==> src/shared/nbmo_pkg.sv <==
// Package with opcodes, widths and reset values for the misc-ops decoder
package nbmo_pkg;
  localparam int INSN_W = 10;
  localparam int ACC_W = 4;
  localparam int RAM_AW = 7;
  // Opcode encodings; a real core will supply its own
  localparam logic [9:0] OP_NOP = 10'h000;
  localparam logic [9:0] OP_POWER_OFF = 10'h002;
  localparam logic [9:0] OP_POWER_OFF_ENABLE = 10'h2B1;
  localparam logic [9:0] OP_ROTATE_RIGHT = 10'h01D;
  localparam logic [9:0] OP_BIT_CLEAR_BASE = 10'h04C;
  localparam logic [9:0] OP_BIT_CLEAR_MASK = 10'h3FC;
  localparam logic [9:0] OP_PAGE_BANK_CLEAR = 10'h270;
  localparam logic [9:0] OP_PAGE_BANK_SET = 10'h27F;
  localparam int BITSEL_POS = 0;
  localparam logic [ACC_W-1:0] ACC_RESET = 4'h0;
  localparam logic CARRY_RESET = 1'b0;
  localparam logic BANK_RESET = 1'b0;
  localparam int PAGE_BIT = 6;
  typedef enum logic [1:0] {NBMO_RUN, NBMO_BACKUP} nbmo_state_t;
endpackage

==> src/hdl/nbmo_bit_clear.sv <==
// Nibble bit-clear datapath for data memory writeback
`timescale 1ns/1ps
module nbmo_bit_clear #(
  parameter int W = 4
) (
  // Data in
  input wire logic [W-1:0] nib,
  input wire logic [1:0] sel,
  // Data out
  output logic [W-1:0] res
);
  // Two select bits reach four nibble bits only
  if (W != 4) begin
    $error("nbmo_bit_clear supports only 4-bit nibbles");
  end
  always_comb begin
    res = nib;
    res[sel] = 1'b0; // RL4
  end
endmodule

==> src/hdl/nbmo_misc_ops.sv <==
// Decoder and executor for power-off, rotate, bit-clear and bank-clear ops
`timescale 1ns/1ps
// Operation
// RL1: Enable then power-off enters RAM back-up
// RL2: Power-off without enable acts as no-op
// RL3: Rotate right through carry as ring
// RL4: Bit-clear zeroes selected nibble bit at pointer
// RL5: Bank clear forces table page bit six low
// RL6: One word, one cycle, never skips
module nbmo_misc_ops #(
  parameter int PC_W = 14
) (
  // Clock and reset
  input wire logic mclk,
  input wire logic rst,
  // Instruction issue, one word per instruction cycle
  input wire logic insn_valid,
  input wire logic [nbmo_pkg::INSN_W-1:0] insn,
  // Accumulator result of words executed outside this block
  input wire logic acc_load,
  input wire logic [nbmo_pkg::ACC_W-1:0] acc_load_data,
  input wire logic carry_load_data,
  // Data memory nibble at the data pointer
  input wire logic [nbmo_pkg::RAM_AW-1:0] data_pointer,
  input wire logic [nbmo_pkg::ACC_W-1:0] mem_rdata,
  // Table lookup page request
  input wire logic [6:0] table_page_in,
  // Wakeup pin, asynchronous to mclk
  input wire logic wake,
  // Architectural state
  output logic [nbmo_pkg::ACC_W-1:0] acc,
  output logic carry_flag,
  output logic [PC_W-1:0] pc,
  // Data memory write
  output logic mem_we,
  output logic [nbmo_pkg::RAM_AW-1:0] mem_waddr,
  output logic [nbmo_pkg::ACC_W-1:0] mem_wdata,
  // Status
  output logic bank_flag,
  output logic [6:0] table_page,
  output logic backup,
  output logic skip_next
);
  import nbmo_pkg::*;

  // Refuse counter widths the sequencer cannot serve
  if (PC_W < 1 || PC_W > 16) begin
    $error("PC_W out of range");
  end

  // Wakeup synchroniser
  logic wake_s1_reg, wake_s1_next;
  logic wake_s2_reg, wake_s2_next;
  logic wake_s3_reg, wake_s3_next;
  logic wake_q_reg, wake_q_next;

  // Sequencer
  nbmo_state_t state_reg, state_next;
  logic [PC_W-1:0] pc_reg, pc_next;
  logic enable_seen_reg, enable_seen_next;
  logic backup_reg, backup_next;
  logic skip_flag_reg, skip_flag_next;

  // Accumulator and carry
  logic [ACC_W-1:0] acc_reg, acc_next;
  logic carry_reg, carry_next;

  // Data memory write
  logic we_reg, we_next;
  logic [RAM_AW-1:0] waddr_reg, waddr_next;
  logic [ACC_W-1:0] wdata_reg, wdata_next;

  // Bank flag and table page
  logic bank_reg, bank_next;
  logic [6:0] page_reg, page_next;

  // Decode
  logic exec;
  logic op_pof, op_pof_en, op_rot, op_bitclr, op_bclr, op_bset;
  logic own_op;
  logic [ACC_W-1:0] cleared;

  assign exec = insn_valid && (state_reg == NBMO_RUN);
  assign op_pof = (insn == OP_POWER_OFF);
  assign op_pof_en = (insn == OP_POWER_OFF_ENABLE);
  assign op_rot = (insn == OP_ROTATE_RIGHT);
  assign op_bitclr = (insn & OP_BIT_CLEAR_MASK) == OP_BIT_CLEAR_BASE;
  assign op_bclr = (insn == OP_PAGE_BANK_CLEAR);
  assign op_bset = (insn == OP_PAGE_BANK_SET);
  // Words decoded here never take an outside accumulator result
  assign own_op = op_pof | op_pof_en | op_rot | op_bitclr | op_bclr | op_bset;

  nbmo_bit_clear #(
    .W(ACC_W)
  ) u_clr (
    .nib(mem_rdata),
    .sel(insn[BITSEL_POS +: 2]),
    .res(cleared)
  );

  always_comb begin
    wake_s1_next = wake;
    wake_s2_next = wake_s1_reg;
    wake_s3_next = wake_s2_reg;
    wake_q_next = wake_q_reg;
    // Pin level counts only once two stages agree
    if (wake_s2_reg == wake_s3_reg) begin
      wake_q_next = wake_s3_reg;
    end
  end

  always_ff @(posedge mclk) begin
    if (rst) begin
      wake_s1_reg <= 1'b0;
      wake_s2_reg <= 1'b0;
      wake_s3_reg <= 1'b0;
      wake_q_reg <= 1'b0;
    end else begin
      wake_s1_reg <= wake_s1_next;
      wake_s2_reg <= wake_s2_next;
      wake_s3_reg <= wake_s3_next;
      wake_q_reg <= wake_q_next;
    end
  end

  always_comb begin
    state_next = state_reg;
    pc_next = pc_reg;
    enable_seen_next = enable_seen_reg;
    case (state_reg)
      NBMO_RUN: begin
        if (insn_valid) begin
          pc_next = pc_reg + 1'b1; // RL6
          // Enable arms only the very next executed word
          enable_seen_next = op_pof_en; // RL2
          // Unarmed power-off falls through as a plain no-op
          if (op_pof && enable_seen_reg) begin
            state_next = NBMO_BACKUP; // RL1
          end
        end
      end
      NBMO_BACKUP: begin
        // Words refused and memory held until wakeup
        if (wake_q_reg) begin
          state_next = NBMO_RUN;
        end
      end
      default: begin
        state_next = NBMO_RUN;
      end
    endcase
    backup_next = (state_next == NBMO_BACKUP); // RL1
    // These words never skip the one that follows
    skip_flag_next = 1'b0; // RL6
  end

  always_ff @(posedge mclk) begin
    if (rst) begin
      state_reg <= NBMO_RUN;
      pc_reg <= '0;
      enable_seen_reg <= 1'b0;
      backup_reg <= 1'b0;
      skip_flag_reg <= 1'b0;
    end else begin
      state_reg <= state_next;
      pc_reg <= pc_next;
      enable_seen_reg <= enable_seen_next;
      backup_reg <= backup_next;
      skip_flag_reg <= skip_flag_next;
    end
  end

  always_comb begin
    acc_next = acc_reg;
    carry_next = carry_reg;
    if (exec) begin
      if (op_rot) begin
        // Carry and accumulator turn as one five-bit ring
        acc_next = {carry_reg, acc_reg[ACC_W-1:1]}; // RL3
        carry_next = acc_reg[0]; // RL3
      end else if (acc_load && !own_op) begin // RL2
        acc_next = acc_load_data;
        carry_next = carry_load_data;
      end
    end
  end

  always_ff @(posedge mclk) begin
    if (rst) begin
      acc_reg <= ACC_RESET;
      carry_reg <= CARRY_RESET;
    end else begin
      acc_reg <= acc_next;
      carry_reg <= carry_next;
    end
  end

  always_comb begin
    we_next = 1'b0;
    waddr_next = waddr_reg;
    wdata_next = wdata_reg;
    if (exec && op_bitclr) begin
      we_next = 1'b1; // RL4
      waddr_next = data_pointer; // RL4
      wdata_next = cleared; // RL4
    end
  end

  always_ff @(posedge mclk) begin
    if (rst) begin
      we_reg <= 1'b0;
      waddr_reg <= '0;
      wdata_reg <= '0;
    end else begin
      we_reg <= we_next;
      waddr_reg <= waddr_next;
      wdata_reg <= wdata_next;
    end
  end

  always_comb begin
    bank_next = bank_reg;
    page_next = page_reg;
    if (exec) begin
      if (op_bclr) begin
        bank_next = 1'b0; // RL5
      end else if (op_bset) begin
        bank_next = 1'b1;
      end
      // Lookup sees the flag as it stood before this word
      page_next = table_page_in;
      page_next[PAGE_BIT] = table_page_in[PAGE_BIT] & bank_reg; // RL5
    end
  end

  always_ff @(posedge mclk) begin
    if (rst) begin
      bank_reg <= BANK_RESET;
      page_reg <= '0;
    end else begin
      bank_reg <= bank_next;
      page_reg <= page_next;
    end
  end

  assign acc = acc_reg;
  assign carry_flag = carry_reg;
  assign pc = pc_reg;
  assign mem_we = we_reg;
  assign mem_waddr = waddr_reg;
  assign mem_wdata = wdata_reg;
  assign bank_flag = bank_reg;
  assign table_page = page_reg;
  assign backup = backup_reg; // RL1
  assign skip_next = skip_flag_reg; // RL6
endmodule

==> config.mk <==
export PLATFORM = sky130hd
export DESIGN_NAME = nbmo_misc_ops
export DESIGN_NICKNAME = d
export VERILOG_FILES = /design/src/shared/nbmo_pkg.sv /design/src/hdl/nbmo_bit_clear.sv /design/src/hdl/nbmo_misc_ops.sv
export SDC_FILE = /design/constraint.sdc
export NUM_CORES = 1
export LEC_CHECK = 0
export ABC_CLOCK_PERIOD_IN_PS = 2000
export BUFFER_PORTS_ARGS = -buffer_cell sky130_fd_sc_hd__buf_2
export CELL_PAD_IN_SITES_DETAIL_PLACEMENT = 1
export CELL_PAD_IN_SITES_GLOBAL_PLACEMENT = 2
export CORE_UTILIZATION = 27
export CTS_BUF_LIST = sky130_fd_sc_hd__clkbuf_4 sky130_fd_sc_hd__clkbuf_8
export DETAILED_ROUTE_END_ITERATION = 10
export HOLD_SLACK_MARGIN = 0.05
export PLACE_DENSITY_LB_ADDON = 0.1
export SLEW_MARGIN = 20
export SYNTH_ARGS = -nofsm -noshare
export SYNTH_HDL_FRONTEND = slang
export SYNTH_SLANG_ARGS = --single-unit
==> constraint.sdc <==
create_clock -name mclk -period 2 [get_ports mclk]
set_input_delay 0.1 -clock mclk [delete_from_list [all_inputs] [get_ports mclk]]
set_output_delay 0.1 -clock mclk [all_outputs]
set_load 0.005 [all_outputs]
* Word level (Yosys, flattened, before mapping)
Cells that the tools add are included.
** Storage, ports and cells
- Register bits :: 47
- Bits in latches :: 0
- Bits in writable memories :: 0
- Bits in read-only memories :: 0
- Input bits :: 38
- Output and inout bits :: 41
- Word-level logic and storage cells :: 60
- Memories kept :: 0
** Operators by class
- $add $sub $neg :: 1
- Multipliers :: 0
- Div/mod/pow operators :: 0
- Magnitude comparators :: 2
- Equal/unequal tests :: 9
- Shift operators :: 0
- Multiplexer cells :: 13
- Bitwise gates (word level) :: 8
- Reductions and logical operators :: 12
** Operators by type and width (count)
- $eq 10x10->1 const B :: 3
- $add 14x1->14 const B :: 1
- $eq 10x2->1 const B :: 1
- $eq 10x5->1 const B :: 1
- $eq 8x5->1 const B :: 1
- $mux 4 :: 2
- $mux 1 :: 6
- $mux 2 :: 3
- $reduce_and 2->1 :: 3
- $logic_and 1x1->1 :: 5
- $or 1x1->1 :: 5
- $and 4x4->4 :: 1
- $eq 2x1->1 const B :: 2
- $not 4->4 :: 1
- $pmux 2 s2 :: 1
- $reduce_bool 2->1 :: 2
- $lt 2x3->1 const B :: 1
- $demux 1 s2 :: 1
- $ge 2x1->1 const B :: 1
- $logic_not 2->1 :: 1
- $and 1x1->1 :: 1
- $eq 1x1->1 :: 1
- $logic_not 1->1 :: 1

* Logic depth before layout (Yosys ltp)
- Depth after elaboration :: 10
- Depth in mapped cells :: 6

* Hierarchy
From an unflattened synthesis, not the netlist that was laid out.
** Unflattened totals
- Cell total of the unflattened synthesis :: 222
- Area, all modules :: 2047.0 µm²
** By module, submodules not included
- nbmo_misc_ops :: instances 1, cells an instance 217, area an instance 2013.2 µm², sequential area each 940.9 µm²
- nbmo_bit_clear :: instances 1, cells an instance 5, area an instance 33.8 µm², sequential area each 0.0 µm²

* Worst setup path after synthesis
No wires, ideal clock.
- Path kind :: register to register
- Start :: register state_reg[1]
- End :: register bank_reg (netlist: bank_flag)
- Library setup time :: 0.128 ns
- Arrival :: 1.502 ns
- Data required time :: 1.872 ns
- Setup slack :: 0.371 ns
- Stages on the path, launching flop included :: 7
- Path buffers :: 1
- Period minus slack after synthesis :: 1.629 ns
- Cells stage by stage :: dfxtp_1 nor3b_2 buf_2 nand2_1 a2111oi_0 mux2i_1 nor2_1
** On the way
- Word-level cells in the longest chain between the ends :: 3
** Ends and longest elaborated chain
- from (decl) :: line nbmo_misc_ops.sv:58 : nbmo_state_t state_reg, state_next;
- from (signal assigned) :: line nbmo_misc_ops.sv:165 : state_reg <= state_next;
- $logic_not 2->1 :: line nbmo_misc_ops.sv:83 : assign exec = insn_valid && (state_reg == NBMO_RUN);
- $logic_and 1x1->1 :: line nbmo_misc_ops.sv:83
- $reduce_and 2->1 (no line)
- to (signal assigned) :: line nbmo_misc_ops.sv:241 : bank_reg <= bank_next;
- to (decl) :: line nbmo_misc_ops.sv:74 : logic bank_reg, bank_next;
Every way passes these cells.
A chain may end at the register's enable or synchronous reset.

* Worst setup path in the final report
Same ends and word-level chain as after synthesis.

==> flow_summary.toml <==
[logic_synthesis]
netlist.area_leader.share_pct = 47.9
yosysTopAreaCell = "dfxtp_1"
synth-edff-count = 0
ys_top_cells_by_count = "dfxtp_1, nand2_1, a21oi_1"
synth.distinct_cells = 42
synthCells = 231
ys_ff_latch = 47
syn_avg_cell_area_um2 = 8.51
synth-warning-count = 0
syn-cell-area_um2 = 1970
synth.area.top_cells = "dfxtp_1, nand2_1, a21oi_1"
synth_ff_type = "dfxtp_1"
synth_seq_area_share_pct = 47.9
async_reset_ff_share_pct = 0

[clock_network]
cts_tree = "done"
cts-resized-gates = 0
path_clk_slew_ns = 0.09
cts_root_buffer = "clkbuf_8"
numCtsBuffers = 5
clock_latency_ns = 0.30
htreeDepth = 2
clock_path_buffers = 2
cts.sinks = 47

[setup_path]
start_kind = "register"
crit_chain = "nor3b_2 > nand2_1 > a2111oi_0 > buf_4 > mux2i_1 > nor2_1"
crit_slowest_cell = "a2111oi_0"
path_max_fanout = 4
rr_startpoint = "state_reg[1]"
arrival_ns = 2.04
worstSetupPathType = "register to register"
crit_path_start = "state_reg[1]"
cp_slowest_stage_delay_ns = 0.51
end_kind = "register"
cp_data_required_time_ns = 2.18

[sta]
fmax_ghz = 0.539
clock_skew_ns = 0.00420
rsz0062_at_grt = "false"
holdWs_ns = 0.0553
slew_viol_final = 0
setup_viol = 0
fin_ws_ns = 0.143
slew-limit-headroom_pct = 62.6
worst_pin_slew_ns = 0.547
period_needed_ns = 1.86
fin_tns_setup_ns = 0
period_share_pct = 92.8
hold_viol = 0

[final_layout]
final_nets = 368
syn_to_final_growth_pct = 39.3
regArea_um2 = 941
multi_input_area_um2 = 947
drive_gt1_share_pct = 30.6
num_antenna_cells = 0
final.fill_count = 869
largest_reg_flops = 14
final_area_um2 = 2740

[pwr]
switching_share_pct = 25.1
power.density_nw_per_um2 = 636
power_frac_seq_pct = 55.5
intPower_uw = 1310
switching_power_uw = 437
clockPowerShare_pct = 34.2
comb_power_share_pct = 10.3
total_power_uw = 1740
p_leak_uw = 0.00119
peakVddDrop_v = 0.000282

[place]
dp_slack_ns = 0.125
hpwl_mm = 4.06
dpl_cell_area_um2 = 2500
gp_congestion = 0.708
io_buffer_count = 77

[detailed_routing]
vias = 1979
drt-initial-drc-count = 35
viasPerCell = 4.65
drcViolationCount = 0
wl_per_cell_um = 13.2
final_antenna_net_count = 0
dr.pass1.iters = 4
wirelength_mm = 5.63

[floorplan]
chipHeight_um = 87.3
num_rows = 30
fp.coreArea_um2 = 6910
io_pins = 79
start_util_pct = 28.5
fp.dieW_um = 87.3
die_area_um2 = 7630

[global_routing]
antenna_found_initial = 0
grt_usage_pct = 15.5
grt_first_pass_wirelength_mm = 9.21
grt_start_max_net_pins = 27
grt.overflow.total = 0
first_global_vias = 1961

[job]
max_cap_violations = 0

[hold_path]
min_from = "mem_rdata[3]"
hp-class = "primary input to register"

[outcome]
status = "finished, final reports clean"
[worst max-delay path, delay by kind of cell (launching register included)]
kind | cells | cell delay [ns]
and+or+nand+nor | 3 | 0.48
muxes | 1 | 0.18
buffers and inverters | 1 | 0.21
AOI/OAI and AO/OA | 1 | 0.51
DFF | 1 | 0.35
[logic make-up (layout without fill, tap and decap cells)]
| logic type | count (synthesis) | count (layout) | share of synthesized area [%] |
|---|---|---|---|
| AOI/OAI and AO/OA | 42 | 42 | 13.0 |
| xor gates and xnor gates | 11 | 11 | 4.90 |
| adders and majority gates | 1 | 1 | 0.636 |
| buffers and inverters | 18 | 116 | 4.14 |
| DFF | 47 | 47 | 47.9 |
| muxes | 1 | 1 | 0.509 |
| other | 1 | 2 | 0.191 |
| and+or+nand+nor | 110 | 110 | 28.7 |
[metal layers]
metal	track usage [%]	part of all wire [%]	up-vias
met1	18.4	45	938
li1	-	-	991
met3	4.74	5.1	5
met4	4.02	1.0	0
met2	27.2	49	45
met5	0	0	-
[metrics by stage]
step	util [%]	cells
global placement	36.2	403
detailed placement	36.2	403
CTS	39.7	426
finish	39.7	426
floorplan	-	232
global route	39.7	426
[repair_timing]
item / CTS / global route
endpoints found under the hold margin: 15 / 0
hold buffers: 15 / 0
buffers inserted: 0 / 0
[final cells by class]
cell class                      instances  share of cell area [%]
Multi-Input combinational cell        167                    34.6
Sequential cell                        47                    34.4
Timing Repair Buffer                  101                    22.5
Tap cell                               96                    4.39
Clock buffer                            6                    2.79
Inverter                                7                   0.959
Clock inverter                          2                   0.457
[power by group through the flow]
stage | sequential (uW) | clock (uW) | combinational [uW]
after floorplan | 990 | 0 | 67.1
after detailed placement | 990 | 0 | 158
after CTS | 968 | 624 | 182
final | 967 | 596 | 179
after global routing | 971 | 657 | 200
after global placement | 989 | 0 | 157
[final timing paths]
path / endpoint / slack [ns] / depth (start not counted)
hold / removal: mem_wdata[3] / 0.06 / 3
setup reg to reg: bank_flag / 0.14 / 6
setup / recovery: bank_flag / 0.14 / 6
hold reg to reg: wake_s2_reg / 0.46 / 1
[placed cells by master, fill, tap and decap left out, drive strengths merged, types with 7 or more instances in the layout]
cell type and count:
buf 86, xor2 10, dfxtp 47, dlygate4sd3 15, nor2 14, a21oi 23, inv 7, nand3 9
nand2 47
Note: power is estimated with default switching activity, not from simulation.
